[config.mk]
export PLATFORM = sky130hd
export DESIGN_NAME = tlf_timing_logic
export DESIGN_NICKNAME = d
export VERILOG_FILES = /design/src/core/tlf_timing_logic.v
export VERILOG_INCLUDE_DIRS = /design/src /design/src/core
export SDC_FILE = /design/constraint.sdc
export NUM_CORES = 1
export LEC_CHECK = 0
export ABC_CLOCK_PERIOD_IN_PS = 9040
export BUFFER_PORTS_ARGS = -buffer_cell sky130_fd_sc_hd__buf_2
export CORE_ASPECT_RATIO = 1.75
export CORE_UTILIZATION = 60
export DETAILED_ROUTE_END_ITERATION = 10
export PLACE_DENSITY = 0.78
export SYNTH_ARGS = -nofsm -noshare
export SYNTH_HDL_FRONTEND = slang
export SYNTH_SLANG_ARGS = --single-unit
[constraint.sdc]
create_clock -name MCLK -period 9.04 [get_ports MCLK]
set_input_delay 1.808 -clock MCLK [delete_from_list [all_inputs] [get_ports MCLK]]
set_output_delay 1.808 -clock MCLK [all_outputs]
set_load 0.1 [all_outputs]
[src/core/tlf_consts.vh]
`ifndef TLF_CONSTS_VH
`define TLF_CONSTS_VH
// ****************************************
// operation select codes
// ****************************************
`define TLF_OP_ON_DELAY   3'h0
`define TLF_OP_OFF_DELAY  3'h1
`define TLF_OP_TIMER      3'h2
`define TLF_OP_MIN_PULSE  3'h3
`define TLF_OP_PULSE_TRN  3'h4
`define TLF_OP_WINDOW     3'h5
`define TLF_OP_BIDIR_CNT  3'h6
// ****************************************
// number format and timing
// ****************************************
`define TLF_WIDTH         32
`define TLF_ONE           32'h0000_0064
`define TLF_HYST          32'h0000_0001
`define TLF_SAT_MAX       32'h0031_FF9C
`define TLF_SAT_MIN       32'hFFCE_0000
`define TLF_SECOND_NS     1000000000
`define TLF_CLK_NS        8
`define TLF_TICK_CYCLES   (`TLF_SECOND_NS / `TLF_CLK_NS)
`endif

[src/core/tlf_timing_logic.v]
// Notes on behaviour
// - on-delay: rising edge of operand a starts the delay timer
// - on-delay: output true at expiry only if a stayed true throughout
// - delay length from operand b in whole seconds
// - delay modes: nonzero operand c inverts the final output
// - off-delay: falling edge of operand a starts the delay timer
// - off-delay: output false at expiry only if a stayed false
// - timer: output elapsed seconds from zero while a is true
// - timer: hold output while b is true
// - timer: on b release with a true, continue from held value
// - timer: a and b both false clears count; c ignored
// - min pulse: output follows a, stretched to at least b seconds
// - min pulse: operand c true inverts the output
// - pulse train runs only while a true, stops when false
// - pulse train: true for b seconds, false for c seconds
// - window: true when a within b plus or minus c/2
// - window: inside, widen each edge by one least step (0.01)
// - window: zero width means true only when a equals b
// - window: negative width uses magnitude and inverts output
// - counter: rising edge of a adds one, unless b rises in the same cycle
// - counter: rising edge of b subtracts one, unless a rises in the same cycle
// - counter: c true holds the count at zero
// - all numeric results saturate to -32768.00 .. +32767.00
`include "tlf_consts.vh"

module tlf_timing_logic #(
  parameter TICK_CYCLES = `TLF_TICK_CYCLES  // clock cycles per second
) (
  input  wire        MCLK,    // system clock
  input  wire        RST_N,   // async reset, active low
  input  wire [2:0]  OP_SEL,  // operation select
  input  wire [31:0] IN_A,    // operand a, hundredths
  input  wire [31:0] IN_B,    // operand b, hundredths
  input  wire [31:0] IN_C,    // operand c, hundredths
  output reg  [31:0] OUT_VAL  // result, hundredths
);

  // ****************************************
  // helpers
  // ****************************************
  // saturate a wide signed value
  // inputs are 34 bits wide so one step past either limit never wraps
  function [31:0] tlf_sat;
    input signed [33:0] v;
    begin
      if (v > $signed({2'b00, `TLF_SAT_MAX}))
        tlf_sat = `TLF_SAT_MAX;
      else if (v < $signed({2'b11, `TLF_SAT_MIN}))
        tlf_sat = `TLF_SAT_MIN;
      else
        tlf_sat = v[31:0];
    end
  endfunction

  // whole seconds of an operand, negatives as zero
  // fractional seconds are dropped: 2.50 gives a 2 s delay
  function [31:0] tlf_secs;
    input [31:0] v;
    begin
      if (v[31])
        tlf_secs = 32'h0000_0000;
      else
        tlf_secs = v / `TLF_ONE;
    end
  endfunction

  // ****************************************
  // state
  // ****************************************
  reg  [31:0] div_q;       // time base divider
  reg         tick_q;      // one second strobe
  reg         a_prev_q;    // last truth of a
  reg         b_prev_q;    // last truth of b
  reg  [31:0] secs_q;      // seconds elapsed in current phase
  reg         run_q;       // delay or pulse timer running
  reg         lvl_q;       // internal boolean level
  reg         inside_q;    // window inside flag
  reg  [31:0] cnt_q;       // timer or counter value
  reg  [2:0]  op_prev_q;   // last operation code

  // any nonzero operand counts as true; edges are against last cycle
  wire a_t = |IN_A;
  wire b_t = |IN_B;
  wire c_t = |IN_C;
  wire a_rise = a_t & ~a_prev_q;
  wire a_fall = ~a_t & a_prev_q;
  wire b_rise = b_t & ~b_prev_q;
  wire [31:0] b_secs = tlf_secs(IN_B);
  wire [31:0] c_secs = tlf_secs(IN_C);

  // ****************************************
  // time base
  // ****************************************
  // divider strobe
  // free running: a delay may end up to one second early, since
  // the first strobe can follow the start edge by a single cycle
  always @(posedge MCLK or negedge RST_N) begin
    if (!RST_N) begin
      div_q  <= 32'h0000_0000;
      tick_q <= 1'b0;
    end else if (div_q >= TICK_CYCLES - 1) begin
      div_q  <= 32'h0000_0000;
      tick_q <= 1'b1;
    end else begin
      div_q  <= div_q + 32'h0000_0001;
      tick_q <= 1'b0;
    end
  end

  // ****************************************
  // window comparison
  // ****************************************
  reg signed [33:0] w_mag;
  reg signed [33:0] w_half;
  reg signed [33:0] w_lo;
  reg signed [33:0] w_hi;
  reg signed [33:0] w_a;
  reg               w_in;
  always @* begin
    w_a    = {{2{IN_A[31]}}, IN_A};
    // magnitude of width
    // take the magnitude first so odd negative widths halve like positive ones
    if (IN_C[31])
      w_mag = 34'h0_0000_0000 - {{2{IN_C[31]}}, IN_C};
    else
      w_mag = {2'b00, IN_C};
    // magnitude is never negative, so a plain shift halves it
    w_half = w_mag >>> 1;
    w_lo   = {{2{IN_B[31]}}, IN_B} - w_half;
    w_hi   = {{2{IN_B[31]}}, IN_B} + w_half;
    // widen while inside
    // hysteresis uses last cycle's inside flag, so a value sitting
    // exactly on an edge cannot make the output chatter
    if (inside_q) begin
      w_lo = w_lo - $signed({2'b00, `TLF_HYST});
      w_hi = w_hi + $signed({2'b00, `TLF_HYST});
    end
    // zero width is equality; range test
    if (IN_C == 32'h0000_0000)
      w_in = (IN_A == IN_B);
    else
      w_in = (w_a >= w_lo) && (w_a <= w_hi);
  end

  // ****************************************
  // operation engine
  // ****************************************
  reg               lvl_d;
  reg               run_d;
  reg        [31:0] secs_d;
  reg        [31:0] cnt_d;
  reg        [31:0] out_d;
  reg signed [33:0] sum;
  // every mode holds its state by default, except secs_d, which counts strobes while run_q; out_d defaults to zero
  always @* begin
    lvl_d  = lvl_q;
    run_d  = run_q;
    secs_d = (run_q && tick_q) ? secs_q + 32'h0000_0001 : secs_q;
    cnt_d  = cnt_q;
    out_d  = 32'h0000_0000;
    sum    = 34'h0_0000_0000;
    case (OP_SEL)
      `TLF_OP_ON_DELAY: begin
        if (a_rise) begin
          run_d  = 1'b1;
          secs_d = 32'h0000_0000;
        end
        if (!a_t) begin
          run_d = 1'b0;
          lvl_d = 1'b0;
        end else if (run_q && !a_rise && secs_d >= b_secs) begin
          run_d = 1'b0;
          lvl_d = 1'b1;
        end
        out_d = ((lvl_d ^ c_t) ? `TLF_ONE : 32'h0000_0000);
      end
      `TLF_OP_OFF_DELAY: begin
        if (a_fall) begin
          run_d  = 1'b1;
          secs_d = 32'h0000_0000;
        end
        if (a_t) begin
          run_d = 1'b0;
          lvl_d = 1'b1;
        end else if (run_q && !a_fall && secs_d >= b_secs) begin
          run_d = 1'b0;
          lvl_d = 1'b0;
        end
        out_d = ((lvl_d ^ c_t) ? `TLF_ONE : 32'h0000_0000);
      end
      `TLF_OP_TIMER: begin
        if (!a_t && !b_t)
          cnt_d = 32'h0000_0000;
        // count seconds while a; hold on b; resume
        else if (a_t && !b_t && tick_q) begin
          sum   = {{2{cnt_q[31]}}, cnt_q} + $signed({2'b00, `TLF_ONE});
          cnt_d = tlf_sat(sum);
        end
        out_d = cnt_d;
      end
      `TLF_OP_MIN_PULSE: begin
        // start pulse on rising edge, stretch
        if (a_rise) begin
          run_d  = 1'b1;
          secs_d = 32'h0000_0000;
        end else if (run_q && secs_d >= b_secs)
          run_d = 1'b0;
        lvl_d = a_t | run_d;
        out_d = ((lvl_d ^ c_t) ? `TLF_ONE : 32'h0000_0000);
      end
      `TLF_OP_PULSE_TRN: begin
        if (!a_t) begin
          run_d  = 1'b0;
          lvl_d  = 1'b0;
          secs_d = 32'h0000_0000;
        end else if (!run_q) begin
          run_d  = 1'b1;
          lvl_d  = 1'b1;
          secs_d = 32'h0000_0000;
        end else if (secs_d >= (lvl_q ? b_secs : c_secs)) begin
          lvl_d  = ~lvl_q;
          secs_d = 32'h0000_0000;
        end
        out_d = (lvl_d ? `TLF_ONE : 32'h0000_0000);
      end
      `TLF_OP_WINDOW: begin
        lvl_d = w_in;
        out_d = ((w_in ^ IN_C[31]) ? `TLF_ONE : 32'h0000_0000);
      end
      `TLF_OP_BIDIR_CNT: begin
        if (c_t)
          cnt_d = 32'h0000_0000;
        else if (a_rise && !b_rise) begin
          sum   = {{2{cnt_q[31]}}, cnt_q} + $signed({2'b00, `TLF_ONE});
          cnt_d = tlf_sat(sum);
        end else if (b_rise && !a_rise) begin
          sum   = {{2{cnt_q[31]}}, cnt_q} - $signed({2'b00, `TLF_ONE});
          cnt_d = tlf_sat(sum);
        end
        out_d = cnt_d;
      end
      default: begin
        out_d = 32'h0000_0000;
      end
    endcase
  end

  // ****************************************
  // registers
  // ****************************************
  // reset clears; mode change restarts
  // a clean restart keeps a stale timer or count of the previous
  // operation from leaking into the new one
  always @(posedge MCLK or negedge RST_N) begin
    if (!RST_N) begin
      a_prev_q  <= 1'b0;
      b_prev_q  <= 1'b0;
      secs_q    <= 32'h0000_0000;
      run_q     <= 1'b0;
      lvl_q     <= 1'b0;
      inside_q  <= 1'b0;
      cnt_q     <= 32'h0000_0000;
      op_prev_q <= 3'h0;
      OUT_VAL   <= 32'h0000_0000;
    end else begin
      a_prev_q  <= a_t;
      b_prev_q  <= b_t;
      op_prev_q <= OP_SEL;
      inside_q  <= (OP_SEL == `TLF_OP_WINDOW) ? w_in : 1'b0;
      if (op_prev_q != OP_SEL) begin
        secs_q  <= 32'h0000_0000;
        run_q   <= 1'b0;
        lvl_q   <= 1'b0;
        cnt_q   <= 32'h0000_0000;
        OUT_VAL <= 32'h0000_0000;
      end else begin
        secs_q  <= secs_d;
        run_q   <= run_d;
        lvl_q   <= lvl_d;
        cnt_q   <= cnt_d;
        OUT_VAL <= out_d;
      end
    end
  end

endmodule
==> results.json, run 1 <==
{
  "stop_error": "[ERROR GRT-0232] Routing congestion too high. Check the congestion heatmap in the GUI.",
  "synthesis.area_um2": 29900,
  "grt_max_degree": 76,
  "synthArstFlopShare": 1.00,
  "cts_max_level": 4,
  "gr-total-overflow": 470,
  "chipHeight_um": 297,
  "yosys-top-cells-count": "435 x nor2_1, 349 x nand2_1, 284 x a21oi_1",
  "yosysMostFrequentCell": "nor2_1",
  "ys.flop_type": "dfrtp_1",
  "syn_avg_cell_area_um2": 7.19,
  "cts_hold_buf": 0,
  "initial_core_util": 0.612,
  "hpwl_mm": 91.9,
  "grt_usage": 0.756,
  "synthTopCellsByArea": "dfrtp_1 11%, ha_1 10%, xnor2_1 6.8%",
  "synth_edf_count": 0,
  "ios": 133,
  "synth_top_area_cell": "dfrtp_1",
  "place.gp.congestion": 1.05,
  "rows": 107,
  "worst_endpoint": "OUT_VAL[2]$_DFF_PN0_/D",
  "status": "did not finish",
  "syn_inst": 4156,
  "root_buffer": "clkbuf_16",
  "ys_seq_area_frac": 0.115,
  "cts_sinks": 137,
  "numPortBuffers": 132,
  "yosys.area.top_type_share": 0.115,
  "worstEpCategory": "register input",
  "synth.distinct_cells": 141,
  "lastStage": "global routing (5_1_grt)",
  "ys_ff_latch": 137,
  "place_inst": 5756,
  "synth_warnings": 0,
  "die_width_um": 171,
  "clockBufferDepth": 2,
  "place_ws_ns": -12.74,
  "cts_buffers": 17
}
-- metrics by stage --
step / utilization / instance area, um^2 / TNS [ns] / hold WS (ns)
2_1_floorplan: - / 30900 / -379.93 / 0.455
3_3_place_gp: 0.800 / 39100 / -448.15 / 0.476
3_5_place_dp: 0.800 / 39100 / -461.81 / 0.489
4_1_cts: 0.868 / 42400 / -407.15 / 0.499
-- logic make-up after synthesis --
logic type / after synthesis / share of synthesized area
flip-flops: 137 / 0.115
AND/OR/NAND/NOR: 1584 / 0.264
XOR/XNOR: 336 / 0.100
adder cells (fa/ha/maj): 263 / 0.110
other: 2 / 0.000251
buffers and inverters: 392 / 0.0545
multiplexers: 59 / 0.0218
AO/OA/AOI/OAI: 1383 / 0.335
-- what timing repair did --
| item | 4_1_cts |
|---|---|
| buffers inserted | 100 |
| cloned | 5 |
| resized for setup | 407 |
| hold endpoints to repair | 0 |
| pin swaps | 168 |
| setup endpoints to repair | 38 |
-- routing by layer --
layer  GRT usage  overflow
met4       0.833       171
met3       0.579        15
met2       0.964       277
met1       0.707         4
met5       0.188         3
==> run 2: changes to the inputs <==
- CORE_ASPECT_RATIO: 1.75 -> not set
- CORE_UTILIZATION: 60 -> 40
- PLACE_DENSITY: 0.78 -> not set
- PLACE_DENSITY_LB_ADDON: not set -> 0.15
==> run 2 against run 1 <==
  * The flow now finishes, with violations (setup timing)
  * Synthesized cell count is the same
  * Synthesized area unchanged
==> results.json, run 2 <==
{
  "cp_slowest_cell": "or4_4",
  "syn_to_final_growth_pct": 53.2,
  "grt_max_degree": 72,
  "drive_above_1_share": 0.408,
  "die_width_um": 275,
  "postRouteWirelength_mm": 115,
  "finalHoldViolations": 0,
  "setup_viol": 38,
  "vias": 36600,
  "fin_crit_ns": 20.52,
  "whs_ns": 0.506,
  "cts_max_level": 4,
  "cp-end-kind": "register",
  "synth_top_area_cell": "dfrtp_1",
  "cp.arrival_ns": 20.86,
  "syn_avg_cell_area_um2": 7.19,
  "yosys.area.top_type_share": 0.115,
  "cts_tree": "built",
  "criticalPathCategory": "in2reg",
  "rows": 99,
  "worstPathRequired_ns": 9.38,
  "coreArea_um2": 73500,
  "hp-class": "reg2reg",
  "yosys-top-cells-count": "435 x nor2_1, 349 x nand2_1, 284 x a21oi_1",
  "rsz0062_at_grt": "true",
  "crit_fanout": 8,
  "cp_slowest_stage_delay_ns": 0.46,
  "failed_checks": "setup timing",
  "grt_usage": 0.286,
  "syn_inst": 4156,
  "maxCapViolCount": 0,
  "synth_edf_count": 0,
  "final_common_cell": "buf_4",
  "max_freq_mhz": 48.7,
  "grt_pass1_wl_mm": 179,
  "ys.flop_type": "dfrtp_1",
  "root_buffer": "clkbuf_16",
  "cts_buffers": 17,
  "clk_latency_ns": 0.44,
  "fin_crit_sh": 2.27,
  "path_clk_slew_ns": 0.06,
  "antenna_found_initial": 8,
  "drc": 0,
  "tightest_slew_ns": 1.09,
  "critPathMostFrequentCell": "buf_4",
  "ys_seq_area_frac": 0.115,
  "layout_common_cells": "1,224 x buf_4, 363 x nor2_1, 329 x nand2_1, 247 x ha_1, 219 x xnor2_1",
  "first_pass_iters": 6,
  "reg2reg_depth": 18,
  "fin_ws_ns": -11.48,
  "ys_ff_latch": 137,
  "synthArstFlopShare": 1.00,
  "place.gp.congestion": 0.966,
  "synthesis.area_um2": 29900,
  "synth_warnings": 0,
  "hpwl_mm": 87.7,
  "fin_skew_ns": 0.0222,
  "drtIter0Drc": 2492,
  "numPortBuffers": 132,
  "fin_nets": 5739,
  "slew_headroom": 0.276,
  "via_per_inst": 5.75,
  "chipHeight_um": 275,
  "dieArea_um2": 75800,
  "routedWlPerCell_um": 18.0,
  "drv_slew": 0,
  "synthTopCellsByArea": "dfrtp_1 11%, ha_1 10%, xnor2_1 6.8%",
  "startpoint_type": "input port",
  "min_path_cells": 1,
  "ios": 133,
  "synth.distinct_cells": 141,
  "gr-total-overflow": 0,
  "clockBufferDepth": 2,
  "grt_pass1_vias": 34500,
  "status": "finished, violations left",
  "initial_core_util": 0.407,
  "ant_nets": 0,
  "cts_sinks": 137,
  "yosysMostFrequentCell": "nor2_1"
}
==> run 2: cell type report <==
class                   instances  area [um^2]
multi-input cells            3637        29000
repair buffers               1418        10900
inverters                     177          672
clock inverters                14          148
clock buffers                  18          429
flip-flops and latches        137         3430
fillers                      6534        27700
diodes                          8         20.0
well taps                     959         1200
==> run 2: worst max-delay path: cells and delay by family <==
family                   cells  cell delay, ns
multiplexers                 1            0.28
AO/OA/AOI/OAI               55           10.74
buffers and inverters       17            2.32
AND/OR/NAND/NOR             36            5.04
XOR/XNOR                     2            0.35
adder cells (fa/ha/maj)      1            0.26
==> run 2: worst paths after layout <==
check	start	endpoint	slack, ns
max	IN_B[28]	lvl_q	-11.48
min	div_q[0]	div_q[0]	0.51
max reg2reg	cnt_q[2]	cnt_q[4]	2.74
min reg2reg	div_q[0]	div_q[0]	0.51
max in group asynchronous	RST_N	secs_q[4]	6.30
min in group asynchronous	RST_N	OUT_VAL[13]	1.37
==> run 2: layer usage <==
layer  GRT usage  vias to the layer above  share of wire
met4      0.0618                        0          0.018
li1            -                    18000              -
met1       0.412                    17500           0.48
met3      0.0219                      132          0.047
met2       0.464                      973           0.46
met5           0                        -              0
==> run 2: per-stage QoR <==
stage	std cells	util	instance area, um^2	setup TNS, ns	setup slack [ns]
3_5_place_dp	6165	0.548	40300	-436.19	-12.73
4_1_cts	6286	0.591	43400	-395.37	-11.10
2_1_floorplan	4166	-	30900	-379.93	-10.57
3_3_place_gp	6165	0.548	40300	-437.16	-12.67
6_report	6368	0.623	45800	-411.04	-11.48
5_1_grt	6367	0.623	45800	-442.18	-12.46
==> run 2: kinds of logic after synthesis <==
kind of cell / share of synthesized area
simple gates: 0.264
compound gates: 0.335
buf+inv: 0.0545
xor+xnor: 0.100
fa+ha+maj: 0.110
flops: 0.115
mux: 0.0218
other cells: 0.000251
==> run 2: timing repair <==
| action | 4_1_cts | 5_1_grt |
|---|---|---|
| pin swaps | 155 | 199 |
| endpoints found under the setup margin | 38 | 38 |
| gates cloned | 3 | 1 |
| gates resized for setup | 401 | 378 |
| buffers inserted | 87 | 80 |
| hold buffers | 0 | 0 |
Power of run 2 is left out: the tool's default activity adds up to more than one toggle a clock period on the data nets, which glitch-free logic cannot reach.
